**src/verilog/agp_pkg.sv**
```systemverilog
// Purpose: shared constants for the analog-shared general-purpose port block
// Assumes: banked 8-bit register access from the core, one 25 MHz clock
// Notes:   channel and bit positions are fixed by the pin sharing of each port
package agp_pkg;
    localparam int          DATA_W        = 8;
    localparam int          CHAN_COUNT    = 16;
    // register banks and offsets inside a bank
    localparam logic [7:0]  BANK_FG       = 8'h05;
    localparam logic [7:0]  BANK_H        = 8'h08;
    localparam logic [7:0]  OFS_F_DIR     = 8'h10;
    localparam logic [7:0]  OFS_F_DATA    = 8'h11;
    localparam logic [7:0]  OFS_G_DIR     = 8'h12;
    localparam logic [7:0]  OFS_G_DATA    = 8'h13;
    localparam logic [7:0]  OFS_CFG       = 8'h15;
    localparam logic [7:0]  OFS_H_DIR     = 8'h10;
    localparam logic [7:0]  OFS_H_DATA    = 8'h11;
    // reset values
    localparam logic [7:0]  DIR_RESET     = 8'hFF;
    localparam logic [7:0]  F_DATA_RESET  = 8'h00;
    localparam logic [7:0]  G_DATA_RESET  = 8'h00;
    localparam logic [7:0]  H_DATA_RESET  = 8'h00;
    localparam logic [7:0]  CFG_RESET     = 8'h00;
    localparam logic [15:0] ANALOG_RESET  = 16'hFFFF;
    localparam logic [7:0]  ZERO_BYTE     = 8'h00;
    // converter configuration fields
    localparam logic [7:0]  CFG_IMPL_MASK = 8'hEF;
    localparam int          PCFG_HI       = 3;
    localparam int          PCFG_LO       = 0;
    localparam int          CLKSEL_HI     = 7;
    localparam int          CLKSEL_LO     = 6;
    localparam int          FORMAT_BIT    = 5;
    localparam int          UNIMPL_BIT    = 4;
    localparam logic [3:0]  PCFG_ALL_DIG  = 4'hE;
    // pin to channel mapping
    localparam int          F_CHAN_BASE   = 4;
    localparam int          G_CHAN_TOP    = 3;
    localparam int          G_ANALOG_PINS = 4;
    localparam int          H_CHAN_OFS    = 8;
    localparam int          H_ANALOG_LO   = 4;
    // peripheral pins of the second port
    localparam int          G_CAP_BIT     = 4;
    localparam int          G_PWM_BIT     = 5;
    localparam int          G_RX_BIT      = 6;
    localparam int          G_TX_BIT      = 7;
endpackage

```
**src/verilog/agp_pin_bank.sv**
```systemverilog
// Purpose: one 8-bit port: direction, output latch, pin synchroniser, drivers
// Assumes: write strobes come from the register decoder on the same clock
// Notes:   an alternate function or analog selection overrides the latch path
`timescale 1ns/10ps
module agp_pin_bank
    import agp_pkg::*;
#(
    parameter logic [7:0] LATCH_RESET = 8'h00
) (
    input  wire logic              ref_clk,
    input  wire logic              resetn,
    input  wire logic              dir_wr,
    input  wire logic              data_wr,
    input  wire logic [DATA_W-1:0] wr_data,
    input  wire logic [DATA_W-1:0] analog_mask,
    input  wire logic [DATA_W-1:0] alt_oe,
    input  wire logic [DATA_W-1:0] alt_out,
    input  wire logic [DATA_W-1:0] pin_in,
    output logic      [DATA_W-1:0] dir_value,
    output logic      [DATA_W-1:0] latch_value,
    output logic      [DATA_W-1:0] pin_level,
    output logic      [DATA_W-1:0] pin_out,
    output logic      [DATA_W-1:0] pin_oe
);
    logic [DATA_W-1:0] dir_reg;
    logic [DATA_W-1:0] latch_reg;
    logic [DATA_W-1:0] sync1_reg;
    logic [DATA_W-1:0] sync2_reg;
    logic [DATA_W-1:0] out_reg;
    logic [DATA_W-1:0] oe_reg;
    logic [DATA_W-1:0] oe_next;
    logic [DATA_W-1:0] out_next;

    // driver enable: direction 0 or alternate enable drives, otherwise floats, analog always floats
    assign oe_next  = ~analog_mask & (alt_oe | ~dir_reg);
    assign out_next = (alt_oe & alt_out) | (~alt_oe & latch_reg);

    // direction and latch registers; latch loads regardless of direction
    always_ff @(posedge ref_clk or negedge resetn) begin
        if (!resetn) begin
            dir_reg   <= DIR_RESET;
            latch_reg <= LATCH_RESET;
        end else begin
            if (dir_wr) begin
                dir_reg <= wr_data;
            end
            if (data_wr) begin
                latch_reg <= wr_data;
            end
        end
    end

    // two-stage pin synchroniser and registered drivers
    always_ff @(posedge ref_clk or negedge resetn) begin
        if (!resetn) begin
            sync1_reg <= ZERO_BYTE;
            sync2_reg <= ZERO_BYTE;
            out_reg   <= ZERO_BYTE;
            oe_reg    <= ZERO_BYTE;
        end else begin
            sync1_reg <= pin_in;
            sync2_reg <= sync1_reg;
            out_reg   <= out_next;
            oe_reg    <= oe_next;
        end
    end

    assign dir_value   = dir_reg;
    assign latch_value = latch_reg;
    assign pin_level   = sync2_reg;
    assign pin_out     = out_reg;
    assign pin_oe      = oe_reg;
endmodule // agp_pin_bank

```
**src/verilog/agp_ports.sv**
```systemverilog
// Purpose: three 8-bit general-purpose ports sharing pins with analog channels
// Assumes: core presents bank, offset and write strobe; one 25 MHz clock
// Notes:   read data is registered and follows the address one cycle later
`timescale 1ns/10ps
// Overview of operation
// - direction bit 1 makes the pin an input with its driver off unless a second port peripheral enables it.
// - direction bit 0 drives the pin from its output latch, except analog pins and enabled peripheral pins.
// - reading a port data register returns sampled pin levels, not the latch.
// - writing a port data register loads the latch whatever the direction.
// - first port bits 0 to 7 are analog channels 4 to 11.
// - any reset makes every first port pin an analog input.
// - second port bits 0 to 3 are channels 3, 2, 1, 0 respectively.
// - second port bit4 is third capture input, bit5 third pulse width output.
// - second port bits 6 and 7 carry the second serial transceiver signals.
// - any reset makes second port bits 3 to 0 analog inputs.
// - third port upper nibble is four analog channels, lower nibble digital.
// - any reset makes third port bits 7 to 4 analog inputs.
// - unimplemented register bits ignore writes and read as zero.
module agp_ports
    import agp_pkg::*;
(
    input  wire logic                  ref_clk,
    input  wire logic                  resetn,
    input  wire logic [7:0]            bank_selector,
    input  wire logic [7:0]            reg_addr,
    input  wire logic                  reg_wr_en,
    input  wire logic [DATA_W-1:0]     reg_wr_data,
    output logic      [DATA_W-1:0]     reg_rd_data,
    input  wire logic [DATA_W-1:0]     first_port_pin_in,
    output logic      [DATA_W-1:0]     first_port_pin_out,
    output logic      [DATA_W-1:0]     first_port_pin_oe,
    input  wire logic [DATA_W-1:0]     second_port_pin_in,
    output logic      [DATA_W-1:0]     second_port_pin_out,
    output logic      [DATA_W-1:0]     second_port_pin_oe,
    input  wire logic [DATA_W-1:0]     third_port_pin_in,
    output logic      [DATA_W-1:0]     third_port_pin_out,
    output logic      [DATA_W-1:0]     third_port_pin_oe,
    output logic      [CHAN_COUNT-1:0] analog_input_enable,
    output logic      [1:0]            conversion_clock_sel,
    output logic                       result_format_sel,
    output logic                       third_capture_input,
    input  wire logic                  third_pulse_width_on,
    input  wire logic                  third_pulse_width_output,
    input  wire logic                  serial_transmit_oe,
    input  wire logic                  serial_transmit_level,
    input  wire logic                  serial_data_oe,
    input  wire logic                  serial_data_level,
    output logic                       second_serial_receive
);
    logic [DATA_W-1:0]     cfg_reg;
    logic [CHAN_COUNT-1:0] analog_mask_reg;
    logic [DATA_W-1:0]     rd_data_reg;
    logic [DATA_W-1:0]     rd_next;
    logic [DATA_W-1:0]     f_an;
    logic [DATA_W-1:0]     g_an;
    logic [DATA_W-1:0]     h_an;
    logic [DATA_W-1:0]     g_alt_oe;
    logic [DATA_W-1:0]     g_alt_out;
    logic [DATA_W-1:0]     f_dir;
    logic [DATA_W-1:0]     f_latch;
    logic [DATA_W-1:0]     f_level;
    logic [DATA_W-1:0]     g_dir;
    logic [DATA_W-1:0]     g_latch;
    logic [DATA_W-1:0]     g_level;
    logic [DATA_W-1:0]     h_dir;
    logic [DATA_W-1:0]     h_latch;
    logic [DATA_W-1:0]     h_level;
    logic                  hit_f_dir;
    logic                  hit_f_data;
    logic                  hit_g_dir;
    logic                  hit_g_data;
    logic                  hit_cfg;
    logic                  hit_h_dir;
    logic                  hit_h_data;

    // address match of one banked register
    function automatic logic reg_hit(input logic [7:0] bank, input logic [7:0] ofs,
                                     input logic [7:0] want_bank,
                                     input logic [7:0] want_ofs);
        return (bank == want_bank) && (ofs == want_ofs);
    endfunction

    // channels left analog by a port configuration field value
    function automatic logic [CHAN_COUNT-1:0] chan_analog(input logic [3:0] pcfg);
        logic [CHAN_COUNT-1:0] m;
        m = '0;
        for (int n = 0; n < CHAN_COUNT; n++) begin
            if ((pcfg < PCFG_ALL_DIG) && (n < (CHAN_COUNT - int'(pcfg)))) begin
                m[n] = 1'b1;
            end
        end
        return m;
    endfunction

    // register decode; first and second ports share bank 5 with the configuration register, third port in bank 8
    assign hit_f_dir  = reg_hit(bank_selector, reg_addr, BANK_FG, OFS_F_DIR);
    assign hit_f_data = reg_hit(bank_selector, reg_addr, BANK_FG, OFS_F_DATA);
    assign hit_g_dir  = reg_hit(bank_selector, reg_addr, BANK_FG, OFS_G_DIR);
    assign hit_g_data = reg_hit(bank_selector, reg_addr, BANK_FG, OFS_G_DATA);
    assign hit_cfg    = reg_hit(bank_selector, reg_addr, BANK_FG, OFS_CFG);
    assign hit_h_dir  = reg_hit(bank_selector, reg_addr, BANK_H, OFS_H_DIR);
    assign hit_h_data = reg_hit(bank_selector, reg_addr, BANK_H, OFS_H_DATA);

    // per-pin analog selection from the channel map
    genvar i;
    generate
        for (i = 0; i < DATA_W; i++) begin : g_map
            assign f_an[i] = analog_mask_reg[F_CHAN_BASE + i];
            if (i < G_ANALOG_PINS) begin : g_low
                assign g_an[i] = analog_mask_reg[G_CHAN_TOP - i];
            end else begin : g_high
                assign g_an[i] = 1'b0;
            end
            if (i >= H_ANALOG_LO) begin : h_high
                assign h_an[i] = analog_mask_reg[H_CHAN_OFS + i];
            end else begin : h_low
                assign h_an[i] = 1'b0;
            end
        end
    endgenerate

    // second port peripheral drivers: pulse width output, serial data, serial transmit
    assign g_alt_oe  = {serial_transmit_oe, serial_data_oe, third_pulse_width_on,
                        5'h00};
    assign g_alt_out = {serial_transmit_level, serial_data_level,
                        third_pulse_width_output, 5'h00};

    // read mux: pins as sampled, analog pins read zero, unmapped read zero
    always_comb begin
        rd_next = ZERO_BYTE;
        if (hit_f_dir) begin
            rd_next = f_dir;
        end else if (hit_f_data) begin
            rd_next = f_level & ~f_an;
        end else if (hit_g_dir) begin
            rd_next = g_dir;
        end else if (hit_g_data) begin
            rd_next = g_level & ~g_an;
        end else if (hit_cfg) begin
            rd_next = cfg_reg & CFG_IMPL_MASK;
        end else if (hit_h_dir) begin
            rd_next = h_dir;
        end else if (hit_h_data) begin
            rd_next = h_level & ~h_an;
        end
    end

    // configuration register, registered channel map and read data
    always_ff @(posedge ref_clk or negedge resetn) begin
        if (!resetn) begin
            cfg_reg         <= CFG_RESET;
            analog_mask_reg <= ANALOG_RESET;
            rd_data_reg     <= ZERO_BYTE;
        end else begin
            if (reg_wr_en && hit_cfg) begin
                cfg_reg <= reg_wr_data & CFG_IMPL_MASK;
            end
            analog_mask_reg <= chan_analog(cfg_reg[PCFG_HI:PCFG_LO]);
            rd_data_reg     <= rd_next;
        end
    end

    agp_pin_bank #(.LATCH_RESET(F_DATA_RESET)) u_first (
        .ref_clk     (ref_clk),
        .resetn      (resetn),
        .dir_wr      (reg_wr_en && hit_f_dir),
        .data_wr     (reg_wr_en && hit_f_data),
        .wr_data     (reg_wr_data),
        .analog_mask (f_an),
        .alt_oe      (ZERO_BYTE),
        .alt_out     (ZERO_BYTE),
        .pin_in      (first_port_pin_in),
        .dir_value   (f_dir),
        .latch_value (f_latch),
        .pin_level   (f_level),
        .pin_out     (first_port_pin_out),
        .pin_oe      (first_port_pin_oe)
    );

    agp_pin_bank #(.LATCH_RESET(G_DATA_RESET)) u_second (
        .ref_clk     (ref_clk),
        .resetn      (resetn),
        .dir_wr      (reg_wr_en && hit_g_dir),
        .data_wr     (reg_wr_en && hit_g_data),
        .wr_data     (reg_wr_data),
        .analog_mask (g_an),
        .alt_oe      (g_alt_oe),
        .alt_out     (g_alt_out),
        .pin_in      (second_port_pin_in),
        .dir_value   (g_dir),
        .latch_value (g_latch),
        .pin_level   (g_level),
        .pin_out     (second_port_pin_out),
        .pin_oe      (second_port_pin_oe)
    );

    agp_pin_bank #(.LATCH_RESET(H_DATA_RESET)) u_third (
        .ref_clk     (ref_clk),
        .resetn      (resetn),
        .dir_wr      (reg_wr_en && hit_h_dir),
        .data_wr     (reg_wr_en && hit_h_data),
        .wr_data     (reg_wr_data),
        .analog_mask (h_an),
        .alt_oe      (ZERO_BYTE),
        .alt_out     (ZERO_BYTE),
        .pin_in      (third_port_pin_in),
        .dir_value   (h_dir),
        .latch_value (h_latch),
        .pin_level   (h_level),
        .pin_out     (third_port_pin_out),
        .pin_oe      (third_port_pin_oe)
    );

    // outputs, all taken from flip-flops
    assign reg_rd_data           = rd_data_reg;
    assign analog_input_enable   = analog_mask_reg;
    assign conversion_clock_sel  = cfg_reg[CLKSEL_HI:CLKSEL_LO];
    assign result_format_sel     = cfg_reg[FORMAT_BIT];
    assign third_capture_input   = g_level[G_CAP_BIT];
    assign second_serial_receive = g_level[G_RX_BIT];

    // checks
    analog_pin_float_a: assert property (@(posedge ref_clk) disable iff (!resetn)
        $past(f_an) != ZERO_BYTE |-> (first_port_pin_oe & $past(f_an)) == ZERO_BYTE)
        else $error("analog first port pin is driven");
    input_dir_float_a: assert property (@(posedge ref_clk) disable iff (!resetn)
        (first_port_pin_oe & $past(f_dir)) == ZERO_BYTE)
        else $error("input pin of first port is driven");
    output_from_latch_a: assert property (@(posedge ref_clk) disable iff (!resetn)
        ($past(h_dir) == ZERO_BYTE) && ($past(h_an) == ZERO_BYTE)
        |-> (third_port_pin_oe == DIR_RESET) && (third_port_pin_out == $past(h_latch)))
        else $error("third port output does not follow its latch");
    latch_write_a: assert property (@(posedge ref_clk) disable iff (!resetn)
        reg_wr_en && hit_g_data |=> g_latch == $past(reg_wr_data))
        else $error("second port latch not loaded by write");
    first_latch_a: assert property (@(posedge ref_clk) disable iff (!resetn)
        reg_wr_en && hit_f_data |=> f_latch == $past(reg_wr_data))
        else $error("first port latch not loaded by write");
    read_pins_a: assert property (@(posedge ref_clk) disable iff (!resetn)
        $past(hit_f_data) && ($past(f_an) == ZERO_BYTE) |-> reg_rd_data == $past(f_level))
        else $error("first port read does not return pin levels");
    reset_analog_a: assert property (@(posedge ref_clk) disable iff (!resetn)
        $past(!resetn) |-> (analog_mask_reg == ANALOG_RESET) && (first_port_pin_oe == ZERO_BYTE))
        else $error("pins not analog after reset");
    unimpl_zero_a: assert property (@(posedge ref_clk) disable iff (!resetn)
        $past(hit_cfg) |-> !reg_rd_data[UNIMPL_BIT])
        else $error("unimplemented configuration bit reads one");
    pwm_drive_a: assert property (@(posedge ref_clk) disable iff (!resetn)
        $past(third_pulse_width_on) |-> second_port_pin_oe[G_PWM_BIT]
        && (second_port_pin_out[G_PWM_BIT] == $past(third_pulse_width_output)))
        else $error("pulse width output not driven on its pin");
    tx_drive_a: assert property (@(posedge ref_clk) disable iff (!resetn)
        $past(serial_transmit_oe) |-> second_port_pin_oe[G_TX_BIT]
        && (second_port_pin_out[G_TX_BIT] == $past(serial_transmit_level)))
        else $error("serial transmit not driven on its pin");
    high_nibble_a: assert property (@(posedge ref_clk) disable iff (!resetn)
        $past(analog_mask_reg == ANALOG_RESET) |-> third_port_pin_oe[DATA_W-1:H_ANALOG_LO] == '0)
        else $error("third port high nibble driven while analog");
endmodule // agp_ports
```
**config.mk**
```make
export PLATFORM = sky130hd
export DESIGN_NAME = agp_ports
export DESIGN_NICKNAME = d
export VERILOG_FILES = /design/src/verilog/agp_pkg.sv /design/src/verilog/agp_pin_bank.sv /design/src/verilog/agp_ports.sv
export SDC_FILE = /design/constraint.sdc
export NUM_CORES = 1
export LEC_CHECK = 0
export BUFFER_PORTS_ARGS = -buffer_cell sky130_fd_sc_hd__buf_2
export CORE_MARGIN = 2
export CORE_UTILIZATION = 30
export CTS_CLUSTER_SIZE = 28
export DETAILED_ROUTE_END_ITERATION = 8
export SLEW_MARGIN = 20
export SYNTH_ARGS = -nofsm -noshare
export SYNTH_HDL_FRONTEND = slang
export SYNTH_SLANG_ARGS = --single-unit
```
**constraint.sdc**
```tcl
create_clock -name ref_clk -period 1.65 [get_ports ref_clk]
set_input_delay 0 -clock ref_clk [delete_from_list [all_inputs] [get_ports ref_clk]]
set_output_delay 0 -clock ref_clk [all_outputs]
set_load 0.02 [all_outputs]
```
==> results.md <==
Synthesis:
- The post-synthesis share of cell area spent on full adders, half adders and majority gates is less than 1%.
- Counting flops and latches in the post-synthesis netlist gives 175.
- The compound-gate portion of the synthesized area is 6.808%.
- The number of flops mapped to enable cells by yosys is 0.
- The post-synth design cell area is approximately 6500 um^2.
- The most used flip-flop cell after synthesis is dfrtp_1.
- The share of the Yosys chip area taken by registers is between 60% and 70%.
- The synthesized-area fraction occupied by and/or/nand/nor cells is a little under a tenth.
- The combinational family with the most area after synthesis is multiplexers.
- Yosys printed 0 warnings.
- For this run, asynchronously set or reset flops after synthesis account for 100.0%.
- The synthesized instance count is around 480.
- The mux cell area share after synthesis is approximately an eighth.
- The fraction of synthesized cell area in xor and xnor cells is 0%.
- The count of different cell masters after synthesis is 48.
- The net count after synthesis is around 540.
- In this run the mean area of a mapped cell was roughly 14 um^2.

Power and ir drop:
- The leakage power figure is between 4 and 5 nW.
- Dividing total power by cell area gives a power density of approximately 1000 nW/um^2.
- The power after layout is approximately 8.8 mW.
- The worst-case IR drop observed on VDD is 638.6 uV.

Drt:
- The total via count in the routed design is 4339.
- The wire length per cell after detailed routing is 16.29 um.
- In the routed layout, each cell is associated on average with a via count of ~4.5.
- The first routing iteration left 201 violations.
- The number of detailed-route iterations in the first pass is 4.
- The DRC violation count after routing is 0.
- The count of nets left with antenna violations once routing finished came out at 0.
- The routed design has 15.80 mm of wire.

Global route:
- The number of global-route vias before repair was 4357.
- Entering global routing, the biggest net connects 64 pins.
- The initial antenna violation count is 0.
- The overall track demand over capacity in global routing is 14.17%.
- The total overflow left after global routing is 0.
- The first global-routing pass estimated 24.09 mm of wire.

Min path:
- The worst hold path startpoint is reg_wr_data[2].
- Along the worst hold path, the cell count comes to 2.
- The endpoint with the worst hold slack is u_first.dir_value[2].
- The path class of the lowest-slack min-delay path is primary input to flop.

Worst setup path:
- The startpoint type of the worst setup path is a primary input.
- The timing startpoint of the critical path is reg_addr[5].
- Along the worst path, the maximum fanout reaches 5.
- For the worst flop-to-flop path, the logic depth is 4.
- On the worst path, the slowest cell contributes a delay of between 500 and 600 ps.
- The terminus of the critical flop-to-flop path is analog_input_enable[9].
- The critical path runs through a total of 8 cells.
- The dominant cell type by count on the critical path is buf_4.
- The buffering stage count on the worst path with inverters included is 4.
- The worst path required time is 2000 ps.
- The category of cells accounting for the largest share of critical-path delay is simple AND/OR/NAND/NOR gates.
- For the worst setup path, the data arrival time is approximately 1900 ps.
- The capturing element type of the critical path is a flop.
- The signal on the critical path passes through buf_2, or4b_4, buf_4, nor4_1, buf_4, nor2b_1, buf_4, a22o_1.
- For this design, the slowest cell found on the critical path is or4b_4.
- The path type of the worst setup path is primary input to flop.
- The startpoint of the lowest-slack register-to-register path is cfg_reg[1].
- The slack of the worst reg-to-reg path is around 160 ps.

Timing:
- The number of max-slew violations in the final report came to 0.
- In the finished design, the share of the clock period the worst path needs comes to between 90% and 100%.
- The slew at the pin with the worst max-slew slack is roughly 530 ps.
- After routing, the total negative slack on setup checks comes to 0 ps.
- The total count of hold-check failures in the final report is 0.
- The post-route minimum period is between 1500 and 2000 ps.
- In this run the tightest slew margin relative to its limit is 64.54%.
- The final setup violation count is 0.
- Derived from the worst setup path, the maximum achievable clock frequency is 631.2 MHz.
- The maximum clock skew at final layout is between 7 and 8 ps.
- Setup repair after global routing left no endpoint under its margin.

Placement:
- The congestion estimate from routability-driven global placement came to roughly 0.84.
- The half-perimeter wire length of the detailed placement result is around 11 mm.
- The number of buffer cells added on primary ports is approximately 130.
- The number of cells after detailed placement is ~900.

Clock tree:
- The tree is rooted in a clkbuf_16.
- The deepest level of the CTS H-tree is 4.
- The number of CTS-inserted buffers is 17.
- The clock-pin slew reported for the worst setup and hold paths after clock tree synthesis is 70 ps.
- The later-pin clock latency in the skew report is between 400 and 500 ps.
- The longest clock path from root to sink contains 2 buffers.
- The number of sinks on the clock net is 175.
- TritonCTS built the clock tree.

Layout:
- The top cell types in the final layout, fill and taps aside, are 135 x dfrtp_1, 132 x buf_2, 42 x mux2_2.
- The post-route netlist has around 45% of its cells at a drive strength greater than 1.
- The register with the most flip-flops in the layout has 16 of them.
- The layout-stage area growth over the synthesis result is 35.00%.
- The repair_antennas step left the layout with diodes totalling 0.
- In the final design database the tool counted between 700 and 800 nets.
- The fill cell total of the finished layout is 1999.
- Leaving out filler cells and counting taps, the final layout contains 970.
- The most common library cell in the layout ignoring fill and taps is dfrtp_1.

Die:
- The floorplan core area is 21150 um^2.
- The number of top-level design ports is approximately 130.
- After floorplanning, the core was divided into 53 placement rows.
- From bottom edge to top edge, the die measures 151.3 um.
- The total die area is between 20000 and 25000 um^2.
- From left edge to right edge, the die measures 151.3 um.
- The initial utilization of the core area, before any placement, comes to a little under a third.

Run:
- The max capacitance violation total is 0.

Status:
- The run finished with clean final reports.
==> per-layer routing <==
metal	wire, um	GRT usage (%)	vias up
li1	-	-	2045
met1	6867	18.05	2160
met2	7825	23.24	112
met3	772	3.434	22
met4	331	5.607	0
met5	0	0	-
==> cells in the mapped netlist, types with 2 or more instances <==
cell type / instances / share of area, %
mux2i_1: 10 / 1.5
nand4_1: 2 / 0.19
o21bai_1: 3 / 0.35
nor3_1: 3 / 0.23
o21ai_0: 26 / 2.0
a221oi_1: 3 / 0.40
nor2_1: 30 / 1.7
nand3b_1: 7 / 0.81
nor4_1: 2 / 0.19
mux2_2: 50 / 8.7
inv_1: 25 / 1.4
o311ai_0: 2 / 0.27
ha_1: 2 / 0.38
a21oi_1: 21 / 1.6
nor4b_1: 2 / 0.27
nand3_1: 5 / 0.38
a22o_1: 4 / 0.54
a31oi_1: 3 / 0.29
buf_1: 3 / 0.17
nor3b_1: 2 / 0.23
nor2b_1: 3 / 0.29
and3b_1: 2 / 0.27
nand2b_1: 12 / 1.2
dfstp_2: 40 / 16
buf_4: 2 / 0.23
dfrtp_1: 135 / 52
o22ai_1: 8 / 0.77
buf_2: 2 / 0.15
clkbuf_1: 16 / 0.92
a22oi_1: 2 / 0.23
and3_1: 3 / 0.29
or2_2: 2 / 0.19
nand2_1: 24 / 1.4
mux2_4: 8 / 1.8
==> per-stage QoR <==
| stage | worst slack [ps] | util [%] | area (um^2) | hold slack (ps) |
|---|---|---|---|---|
| 6_report | 65.62 | 41.52 | 8783 | 7.932 |
| 5_1_grt | 20.32 | 41.52 | 8783 | 9.427 |
| 4_1_cts | 62.62 | 41.50 | 8780 | 1.241 |
| 3_5_place_dp | -343.9 | 36.83 | 7791 | -97.59 |
| 3_3_place_gp | -332.7 | 36.83 | 7791 | -96.38 |
| 2_1_floorplan | -219.5 | - | 6551 | -295.6 |
==> worst max-delay path by stage <==
stage                        endpoint  slack [ps]
3_5_place_dp     u_first.dir_value[2]        -340
6_report               reg_rd_data[2]          70
4_1_cts                reg_rd_data[2]          60
2_1_floorplan    u_first.dir_value[0]        -220
5_1_grt        analog_input_enable[6]          20
3_3_place_gp     u_first.dir_value[3]        -330
==> power breakdown <==
part	internal [mW]	switching, mW	leakage [nW]
clock	2.28	1.78	0.288
combinational	0.177	0.226	1.72
sequential	4.36	0.0197	2.15
==> cell families after synthesis <==
group           count (synthesis)
flops                         175
compound gates                 75
simple gates                  109
fa+ha+maj                       2
buf+inv                        49
mux                            68
==> area by class of cell <==
class,instances,area (um^2),share of cell area [%]
Multi-Input combinational cell,254,1916,21.81
Inverter,25,93.84,1.068
Clock inverter,15,172.7,1.966
Sequential cell,175,4429,50.43
Timing Repair Buffer,209,1403,15.97
Clock buffer,17,425.4,4.843
Tap cell,275,344.1,3.917
==> repair_timing <==
action	4_1_cts	5_1_grt
hold endpoints to repair	219	0
setup endpoints to repair	0	4
setup buffers	0	0
gates resized for setup	0	2
hold buffers	39	0
Note: power is estimated with default switching activity, not from simulation.
